--- src/common/phy_vendor_regs.vh ---
// Register offsets, field positions, reset values and timing counts
// for the vendor mode register bank. Included by the design file and the test bench.
`ifndef PHY_VENDOR_REGS_VH
`define PHY_VENDOR_REGS_VH

// Register addresses on the management interface
`define REG_SILICON_REVISION 5'h10
`define REG_MODE_CONTROL_STATUS 5'h11
`define REG_SPECIAL_MODES 5'h12
`define REG_SYMBOL_ERROR_COUNTER 5'h1a
`define REG_SPECIAL_CONTROL_IND 5'h1b

// Silicon revision field
`define REV_LSB 6
`define REV_MSB 9
// Arbitrary neutral revision value
`define REV_VALUE 4'h5

// Mode control/status fields
`define MCS_EDPD_BIT 13
`define MCS_LOWSQ_BIT 11
`define MCS_PRESKIP_BIT 10
`define MCS_FARECHO_BIT 9
`define MCS_IRQSEL_BIT 6
`define MCS_ADDRBP_BIT 3
`define MCS_FORCELINK_BIT 2
`define MCS_ENERGY_BIT 1

// Special modes fields
`define SM_MACIF_BIT 14
`define SM_MODE_LSB 5
`define SM_MODE_MSB 7
`define SM_ADDR_LSB 0
`define SM_ADDR_MSB 4

// Special control/indication fields
`define SCI_XOVER_OFF_BIT 15
`define SCI_PAIR_SWAP_BIT 13
`define SCI_HEARTBEAT_OFF_BIT 11
`define SCI_POLARITY_BIT 4

// Reset values
`define RST_CTRL_BIT 1'b0
`define RST_ENERGY_BIT 1'b1
`define RST_SYM_ERR 16'h0000

// Management frame constants
`define MGMT_PREAMBLE_BITS 6'h20
`define MGMT_OP_READ 2'b10
`define MGMT_OP_WRITE 2'b01
`define MGMT_HDR_LAST 4'hb
`define MGMT_DATA_LAST 4'hf

// Timing
`define CLK_FREQ_KHZ 100000
`define ENERGY_TIMEOUT_MS 256
`define ENERGY_TIMEOUT_CYCLES (`ENERGY_TIMEOUT_MS * `CLK_FREQ_KHZ)

`endif

--- src/hw/phy_vendor_mode_registers.v ---
// Vendor mode register bank with its serial management slave.
// Assumes mdc, mdio_in, line energy and strap pins are asynchronous to clk;
// receive status inputs and sw_reset come from logic on clk.
`include "phy_vendor_regs.vh"
`default_nettype none

module phy_vendor_mode_registers #(
  parameter [24:0] ENERGY_TIMEOUT_CYCLES = `ENERGY_TIMEOUT_CYCLES
) (
  input wire clk,
  input wire rst_n,
  input wire sw_reset,
  input wire mdc,
  input wire mdio_in,
  output reg mdio_out,
  output reg mdio_oe,
  input wire line_energy_detect,
  input wire strap_mac_if_select,
  input wire [2:0] strap_op_mode,
  input wire [4:0] strap_port_address,
  input wire speed_100,
  input wire rx_packet_active,
  input wire rx_symbol_invalid,
  input wire rx_polarity_reversed,
  output reg energy_detect_powerdown_en,
  output reg sensitive_squelch_active,
  output reg far_end_echo_active,
  output reg irq_scheme_select,
  output reg force_link_up,
  output reg line_energy_present,
  output reg mac_if_select,
  output reg [2:0] op_mode,
  output reg [4:0] port_address,
  output reg crossover_auto_off,
  output reg manual_pair_swap,
  output reg heartbeat_test_off
);

  localparam S_IDLE = 3'd0;
  localparam S_START = 3'd1;
  localparam S_HDR = 3'd2;
  localparam S_TA = 3'd3;
  localparam S_DATA = 3'd4;

  wire [2:0] pin_sync;
  wire [8:0] strap_sync;
  wire mdc_s;
  wire mdio_s;
  wire energy_s;
  wire mdc_rise;
  wire [1:0] hdr_op;
  wire [4:0] hdr_phy;
  wire [4:0] hdr_reg;
  wire addr_match;

  reg mdc_d_reg;
  reg [2:0] state_reg;
  reg [5:0] ones_reg;
  reg [3:0] bit_cnt_reg;
  reg [11:0] hdr_shift_reg;
  reg [15:0] data_shift_reg;
  reg read_drive_reg;
  reg wr_stb_reg;
  reg [4:0] wr_addr_reg;
  reg [15:0] wr_data_reg;

  reg sensitive_squelch_en_reg;
  reg preamble_skip_reg;
  reg far_end_echo_reg;
  reg ignore_addr_on_write_reg;
  reg [1:0] strap_wait_reg;
  reg strap_done_reg;
  reg [24:0] quiet_cnt_reg;
  reg [15:0] sym_err_cnt_reg;
  reg pkt_counted_reg;
  reg pkt_active_d_reg;
  reg polarity_reg;
  reg [15:0] rd_word;

  sync2 #(
    .WIDTH(3)
  ) u_pin_sync (
    .clk(clk),
    .rst_n(rst_n),
    .async_in({mdc, mdio_in, line_energy_detect}),
    .sync_out(pin_sync)
  );

  sync2 #(
    .WIDTH(9)
  ) u_strap_sync (
    .clk(clk),
    .rst_n(rst_n),
    .async_in({strap_mac_if_select, strap_op_mode, strap_port_address}),
    .sync_out(strap_sync)
  );

  assign mdc_s = pin_sync[2];
  assign mdio_s = pin_sync[1];
  assign energy_s = pin_sync[0];
  assign mdc_rise = mdc_s & ~mdc_d_reg;
  assign hdr_op = hdr_shift_reg[11:10];
  assign hdr_phy = hdr_shift_reg[9:5];
  assign hdr_reg = hdr_shift_reg[4:0];
  assign addr_match = (hdr_phy == port_address);

  // Read data; unmapped addresses return zero
  always @* begin
    rd_word = 16'h0000;
    case (hdr_reg)
      `REG_SILICON_REVISION: begin
        rd_word[`REV_MSB:`REV_LSB] = `REV_VALUE;
      end
      `REG_MODE_CONTROL_STATUS: begin
        rd_word[`MCS_EDPD_BIT] = energy_detect_powerdown_en;
        rd_word[`MCS_LOWSQ_BIT] = sensitive_squelch_en_reg;
        rd_word[`MCS_PRESKIP_BIT] = preamble_skip_reg;
        rd_word[`MCS_FARECHO_BIT] = far_end_echo_reg;
        rd_word[`MCS_IRQSEL_BIT] = irq_scheme_select;
        rd_word[`MCS_ADDRBP_BIT] = ignore_addr_on_write_reg;
        rd_word[`MCS_FORCELINK_BIT] = force_link_up;
        rd_word[`MCS_ENERGY_BIT] = line_energy_present;
      end
      `REG_SPECIAL_MODES: begin
        rd_word[`SM_MACIF_BIT] = mac_if_select;
        rd_word[`SM_MODE_MSB:`SM_MODE_LSB] = op_mode;
        rd_word[`SM_ADDR_MSB:`SM_ADDR_LSB] = port_address;
      end
      `REG_SYMBOL_ERROR_COUNTER: begin
        rd_word = sym_err_cnt_reg;
      end
      `REG_SPECIAL_CONTROL_IND: begin
        rd_word[`SCI_XOVER_OFF_BIT] = crossover_auto_off;
        rd_word[`SCI_PAIR_SWAP_BIT] = manual_pair_swap;
        rd_word[`SCI_HEARTBEAT_OFF_BIT] = heartbeat_test_off;
        rd_word[`SCI_POLARITY_BIT] = polarity_reg;
      end
      default: begin
        rd_word = 16'h0000;
      end
    endcase
  end

  // Management frame engine, one step per mdc rising edge
  always @(posedge clk or negedge rst_n) begin
    if (!rst_n) begin
      mdc_d_reg <= 1'b0;
      state_reg <= S_IDLE;
      ones_reg <= 6'h00;
      bit_cnt_reg <= 4'h0;
      hdr_shift_reg <= 12'h000;
      data_shift_reg <= 16'h0000;
      read_drive_reg <= 1'b0;
      mdio_out <= 1'b0;
      mdio_oe <= 1'b0;
      wr_stb_reg <= 1'b0;
      wr_addr_reg <= 5'h00;
      wr_data_reg <= 16'h0000;
    end else begin
      mdc_d_reg <= mdc_s;
      wr_stb_reg <= 1'b0;
      if (mdc_rise) begin
        case (state_reg)
          S_IDLE: begin
            if (mdio_s) begin
              if (ones_reg != `MGMT_PREAMBLE_BITS) begin
                ones_reg <= ones_reg + 6'h01;
              end
            end else begin
              if ((ones_reg == `MGMT_PREAMBLE_BITS) || preamble_skip_reg) begin
                state_reg <= S_START;
              end
              ones_reg <= 6'h00;
            end
          end
          S_START: begin
            bit_cnt_reg <= 4'h0;
            state_reg <= mdio_s ? S_HDR : S_IDLE;
          end
          S_HDR: begin
            hdr_shift_reg <= {hdr_shift_reg[10:0], mdio_s};
            if (bit_cnt_reg == `MGMT_HDR_LAST) begin
              bit_cnt_reg <= 4'h0;
              state_reg <= S_TA;
            end else begin
              bit_cnt_reg <= bit_cnt_reg + 4'h1;
            end
          end
          S_TA: begin
            if (bit_cnt_reg == 4'h0) begin
              bit_cnt_reg <= 4'h1;
              data_shift_reg <= rd_word;
              // Reads answer only to our own address
              if ((hdr_op == `MGMT_OP_READ) && addr_match) begin
                read_drive_reg <= 1'b1;
                mdio_oe <= 1'b1;
                mdio_out <= 1'b0;
              end else begin
                read_drive_reg <= 1'b0;
              end
            end else begin
              bit_cnt_reg <= 4'h0;
              state_reg <= S_DATA;
              mdio_out <= read_drive_reg & data_shift_reg[15];
              data_shift_reg <= {data_shift_reg[14:0], 1'b0};
            end
          end
          S_DATA: begin
            if (bit_cnt_reg == `MGMT_DATA_LAST) begin
              state_reg <= S_IDLE;
              mdio_oe <= 1'b0;
              mdio_out <= 1'b0;
              read_drive_reg <= 1'b0;
              wr_addr_reg <= hdr_reg;
              wr_data_reg <= {data_shift_reg[14:0], mdio_s};
              if ((hdr_op == `MGMT_OP_WRITE) && (addr_match || ignore_addr_on_write_reg)) begin
                wr_stb_reg <= 1'b1;
              end
            end else begin
              bit_cnt_reg <= bit_cnt_reg + 4'h1;
              mdio_out <= read_drive_reg & data_shift_reg[15];
              data_shift_reg <= {data_shift_reg[14:0], mdio_s};
            end
          end
          default: begin
            state_reg <= S_IDLE;
            mdio_oe <= 1'b0;
          end
        endcase
      end
    end
  end

  // Software-resettable controls; software reset wins over a write
  always @(posedge clk or negedge rst_n) begin
    if (!rst_n) begin
      energy_detect_powerdown_en <= `RST_CTRL_BIT;
      sensitive_squelch_en_reg <= `RST_CTRL_BIT;
      preamble_skip_reg <= `RST_CTRL_BIT;
      far_end_echo_reg <= `RST_CTRL_BIT;
      irq_scheme_select <= `RST_CTRL_BIT;
      ignore_addr_on_write_reg <= `RST_CTRL_BIT;
      force_link_up <= `RST_CTRL_BIT;
      crossover_auto_off <= `RST_CTRL_BIT;
      manual_pair_swap <= `RST_CTRL_BIT;
      heartbeat_test_off <= `RST_CTRL_BIT;
      sensitive_squelch_active <= `RST_CTRL_BIT;
      far_end_echo_active <= `RST_CTRL_BIT;
      polarity_reg <= `RST_CTRL_BIT;
    end else begin
      sensitive_squelch_active <= sensitive_squelch_en_reg & energy_detect_powerdown_en;
      // Isolate is not a term here, so echo survives it
      far_end_echo_active <= far_end_echo_reg & mac_if_select;
      polarity_reg <= rx_polarity_reversed;
      if (sw_reset) begin
        energy_detect_powerdown_en <= `RST_CTRL_BIT;
        sensitive_squelch_en_reg <= `RST_CTRL_BIT;
        preamble_skip_reg <= `RST_CTRL_BIT;
        far_end_echo_reg <= `RST_CTRL_BIT;
        irq_scheme_select <= `RST_CTRL_BIT;
        ignore_addr_on_write_reg <= `RST_CTRL_BIT;
        force_link_up <= `RST_CTRL_BIT;
        crossover_auto_off <= `RST_CTRL_BIT;
        manual_pair_swap <= `RST_CTRL_BIT;
        heartbeat_test_off <= `RST_CTRL_BIT;
      end else if (wr_stb_reg) begin
        if (wr_addr_reg == `REG_MODE_CONTROL_STATUS) begin
          energy_detect_powerdown_en <= wr_data_reg[`MCS_EDPD_BIT];
          sensitive_squelch_en_reg <= wr_data_reg[`MCS_LOWSQ_BIT];
          preamble_skip_reg <= wr_data_reg[`MCS_PRESKIP_BIT];
          far_end_echo_reg <= wr_data_reg[`MCS_FARECHO_BIT];
          irq_scheme_select <= wr_data_reg[`MCS_IRQSEL_BIT];
          ignore_addr_on_write_reg <= wr_data_reg[`MCS_ADDRBP_BIT];
          force_link_up <= wr_data_reg[`MCS_FORCELINK_BIT];
        end
        if (wr_addr_reg == `REG_SPECIAL_CONTROL_IND) begin
          crossover_auto_off <= wr_data_reg[`SCI_XOVER_OFF_BIT];
          manual_pair_swap <= wr_data_reg[`SCI_PAIR_SWAP_BIT];
          heartbeat_test_off <= wr_data_reg[`SCI_HEARTBEAT_OFF_BIT];
        end
      end
    end
  end

  // Strap-loaded modes; software reset leaves them alone
  always @(posedge clk or negedge rst_n) begin
    if (!rst_n) begin
      strap_wait_reg <= 2'b00;
      strap_done_reg <= 1'b0;
      mac_if_select <= 1'b0;
      op_mode <= 3'b000;
      port_address <= 5'h00;
    end else begin
      if (!strap_done_reg) begin
        // Wait for the synchroniser to fill before capturing straps
        strap_wait_reg <= strap_wait_reg + 2'b01;
        if (strap_wait_reg == 2'b10) begin
          strap_done_reg <= 1'b1;
          mac_if_select <= strap_sync[8];
          op_mode <= strap_sync[7:5];
          port_address <= strap_sync[4:0];
        end
      end else if (wr_stb_reg && (wr_addr_reg == `REG_SPECIAL_MODES)) begin
        mac_if_select <= wr_data_reg[`SM_MACIF_BIT];
        op_mode <= wr_data_reg[`SM_MODE_MSB:`SM_MODE_LSB];
        port_address <= wr_data_reg[`SM_ADDR_MSB:`SM_ADDR_LSB];
      end
    end
  end

  // Line energy status; only hardware reset touches it
  always @(posedge clk or negedge rst_n) begin
    if (!rst_n) begin
      line_energy_present <= `RST_ENERGY_BIT;
      quiet_cnt_reg <= 25'h0000000;
    end else begin
      if (energy_s) begin
        quiet_cnt_reg <= 25'h0000000;
        line_energy_present <= 1'b1;
      end else if (quiet_cnt_reg == (ENERGY_TIMEOUT_CYCLES - 25'h0000001)) begin
        line_energy_present <= 1'b0;
      end else begin
        quiet_cnt_reg <= quiet_cnt_reg + 25'h0000001;
      end
    end
  end

  // Symbol error counter; management writes never reach it
  always @(posedge clk or negedge rst_n) begin
    if (!rst_n) begin
      sym_err_cnt_reg <= `RST_SYM_ERR;
      pkt_counted_reg <= 1'b0;
      pkt_active_d_reg <= 1'b0;
    end else begin
      pkt_active_d_reg <= rx_packet_active;
      if (sw_reset) begin
        sym_err_cnt_reg <= `RST_SYM_ERR;
        pkt_counted_reg <= 1'b0;
      end else if (speed_100 && rx_symbol_invalid && !pkt_counted_reg) begin
        sym_err_cnt_reg <= sym_err_cnt_reg + 16'h0001;
        pkt_counted_reg <= 1'b1;
      end else if ((rx_packet_active && !pkt_active_d_reg) ||
                   (!rx_packet_active && !rx_symbol_invalid)) begin
        pkt_counted_reg <= 1'b0;
      end
    end
  end

  // Revision, energy, polarity and counter fields have no write path.

endmodule

`default_nettype wire

--- src/hw/sync2.v ---
// Two-flop synchroniser for a bundle of independent level signals.
// Assumes each bit changes slowly relative to clk; no bus coherency.
`default_nettype none

module sync2 #(
  parameter WIDTH = 1
) (
  input wire clk,
  input wire rst_n,
  input wire [WIDTH-1:0] async_in,
  output reg [WIDTH-1:0] sync_out
);

  reg [WIDTH-1:0] meta_reg;

  // First stage feeds only the second stage
  always @(posedge clk or negedge rst_n) begin
    if (!rst_n) begin
      meta_reg <= {WIDTH{1'b0}};
      sync_out <= {WIDTH{1'b0}};
    end else begin
      meta_reg <= async_in;
      sync_out <= meta_reg;
    end
  end

endmodule

`default_nettype wire

--- config.mk ---
export PLATFORM = sky130hd
export DESIGN_NAME = phy_vendor_mode_registers
export DESIGN_NICKNAME = d
export VERILOG_FILES = /design/src/hw/phy_vendor_mode_registers.v /design/src/hw/sync2.v
export VERILOG_INCLUDE_DIRS = /design/src /design/src/common
export SDC_FILE = /design/constraint.sdc
export NUM_CORES = 1
export LEC_CHECK = 0
export BUFFER_PORTS_ARGS = -buffer_cell sky130_fd_sc_hd__buf_2
export CORE_MARGIN = 2
export CORE_UTILIZATION = 35
export CTS_BUF_LIST = sky130_fd_sc_hd__clkbuf_4
export CTS_CLUSTER_DIAMETER = 120
export DETAILED_ROUTE_END_ITERATION = 12
export HOLD_SLACK_MARGIN = 0.02
export SYNTH_ARGS = -nofsm -noshare
export SYNTH_HDL_FRONTEND = slang
export SYNTH_SLANG_ARGS = --single-unit
export TNS_END_PERCENT = 30
--- constraint.sdc ---
create_clock -name clk -period 3.1 [get_ports clk]
set_input_delay 0.155 -clock clk [delete_from_list [all_inputs] [get_ports clk]]
set_output_delay 0.155 -clock clk [all_outputs]
set_load 0.1 [all_outputs]
==> qor.txt <==
Initial antenna violation count: 0
Clock transition at path regs: 0.16 ns
CP startpoint: bit_cnt_reg[1]
Yosys reg bits: 158
Worst r2r path cells: 6
Later-pin clock latency in the skew report: 0.59 ns
Clock network power share: 0.292
Crit path max fanout: 22
Post-Syn Area per Cell: 10.76 um^2
DRC: 0
Core Footprint: 0.02010 mm^2
R2R Setup Slk: 0.79 ns
Drt initial violations: 230
Total clock sinks: 158
Leak: 0.003657 uW
Top FF cell, synth: dfrtp_1
Layout area overhead: 13.60%
Final setup TNS: 0 ns
F_max: 433.1 MHz
Slew Viols, Final: 0
Worst Setup EP: data_shift_reg[11]
Tot GR Track Use: 0.1516
Final worst clock skew: 0.02546 ns
Post-DR wirelength/cell: 15.28 um
Total I/O pin count: 39
Proportion of layout cells with a drive suffix above 1: 0.1717
Final non-filler cell total: 998
Largest net degree at the start of global routing: 65
NumNets Final: 741
Post-Route WL: 15250 um
Hold Vio Cnt, Final: 0
Worst slew margin: 0.4045
Peak VDD IR: 233.5 uV
Row count: 52
Data required time of the critical path: 3.61 ns
Largest area contributor in the netlist: dfrtp_1
CP endpoint kind: register
Diodes inserted: 0
Synthesis Warnings: 0
Via Count: 4904
Critical Path Start Type: register
Outcome: complete, no violations
Crit path time final: 2.309 ns
Hold crit path type: in -> async
Post_cts resized: 0
Post-route cell area: 0.008119 mm^2
Setup violators final: 0
Worst-margin pin slew: 0.8933 ns
Data arrival time of the worst path: 2.82 ns
Mapped cell area: 0.007147 mm^2
Post-cts hold buffer count: 21
Worst r2r src: bit_cnt_reg[1]
Cell Area, Placed: 0.007590 mm^2
Int Power: 2924 uW
Die span in y: 146.9 um
Net switching fraction of the power: 0.3464
Die area: 0.02158 mm^2
# Post-CTS Setup Buffers: 0
Comb pwr share: 0.157
P_sw: 1550 uW
Via/cell ratio: 4.914
Async set-reset flop share out of synthesis: 1.000
PwrDens: 551.0 mW/mm^2
First drt pass iteration count: 4
Kind of critical path: reg -> reg
Number of flip-flops in the largest register: 25
Die Width: 146.9 um
Syn nets: 690
Synth cell types: 61
Final worst-path cycle share: 0.7448
R2R Path End: data_shift_reg[11]
Cts bufs inserted: 17
First-pass GRT wire length: 25740 um
Initial Util: 0.3555
RSZ-0062 raised after global routing: false
CTS Buffer Depth: 2
Hold WS: 0.09996 ns
CTS tree: built
EDFF count, synth: 0
Final ANT Viol Nets: 0
Area share of the largest cell type after synthesis: 0.5497
Register area share after synthesis: 0.5534
MaxCap Viol Count: 0
Dpl cells: 945
Gr ovfl total: 0
PortBufs: 38
Gate count after technology mapping: 664
Seq pwr share: 0.550
Synth top area cells: dfrtp_1 (55%), mux2_2 (5.5%), mux2i_1 (4.1%)
CTS Root Cell: clkbuf_4
Vias in the first global route: 4863
Final GP Congestion: 0.8129
Htree depth: 4
Hpwl dp: 10280 um
cell type report:
class                      instances  area (um^2)
multi-input combinational        461         2998
sequential                       158         3955
timing repair buffer              65        464.2
tap                              270        337.8
inverter                          12        45.04
clock inverter                    15        191.4
clock buffer                      17        127.6
fill                            1945        11990
power by group through the flow:
stage	Sequential, uW	Combinational [uW]	Clock, uW
global route	2500	796	1460
finish	2460	703	1310
floorplan	2420	559	0
CTS	2460	707	1370
detailed placement	2500	687	0
global placement	2500	669	0
worst max-delay path, stage by stage (launching register included):
cell     delay, ns
dfrtp_1       0.43
inv_1         0.08
ha_1          0.13
nor3b_1       0.28
nand2_1       0.48
or4_1         0.66
a31oi_1       0.16
worst min path at each step:
stage / from / end / slack [ns] / depth (start not counted)
2_1_floorplan: rst_n / bit_cnt_reg[0] / -0.14 / 0
3_3_place_gp: rst_n / ones_reg[4] / 0.19 / 1
4_1_cts: rst_n / hdr_shift_reg[9] / 0.08 / 2
3_5_place_dp: rst_n / ones_reg[4] / 0.19 / 1
5_1_grt: rst_n / u_strap_sync.meta_reg[3] / 0.10 / 2
6_report: rst_n / mdc_d_reg / 0.1 / 2
per-stage QoR:
| step | power (uW) | setup WS [ns] | utilization |
|---|---|---|---|
| detailed placement | 3189 | 0.8049 | 0.3775 |
| global route | 4759 | 0.5750 | 0.4038 |
| finish | 4473 | 0.7912 | 0.4038 |
| floorplan | 2980 | 1.163 | - |
| CTS | 4543 | 0.7895 | 0.4038 |
| global placement | 3172 | 0.8719 | 0.3775 |
cell usage after synthesis, types with 4 or more instances:
library cell    n
nor2b_1         9
nand4_1        11
nor2_1         76
clkbuf_1       17
a22o_1          7
buf_2          11
nand3b_1        4
dfrtp_1       157
and2_1          5
a31oi_1         6
a21oi_1        21
or2_2           4
nor3_1         16
xnor2_1        21
xor2_1         21
and3_1          7
nand2_1        58
mux2_2         35
ha_1            7
nor3b_1         5
o21ai_0        36
nand3_1        32
a21o_1          5
inv_1          12
mux2i_1        29
cells in the final DEF (no fill, tap or decap), types with 29 or more instances in the layout:
cell type and n:
buf_2 37, mux2_2 35, nand2_1 58, mux2i_1 29, o21ai_0 36, nand3_1 32
dfrtp_1 157, nor2_1 76
per-layer routing:
layer	wire, um	track usage	part of all wire	vias to the layer above
li1	-	-	-	2420
met1	6941	0.1986	0.46	2426
met2	7649	0.2507	0.50	49
met3	531	0.04317	0.035	9
met4	131	0.03606	0.0086	0
met5	0	0	0	-
cells by family (layout without fill, tap and decap cells):
group                      after synthesis  after routing  synth area share
and+or+nand+nor                        251            251            0.1756
DFF                                    158            158            0.5534
AOI/OAI and AO/OA                       97             97           0.08439
muxes                                   64             64           0.09576
buffers and inverters                   45            109           0.02714
xor gates and xnor gates                42             42           0.05147
adders and majority gates                7              7           0.01225
No activity file was read; power rests on OpenSTA's default activity.
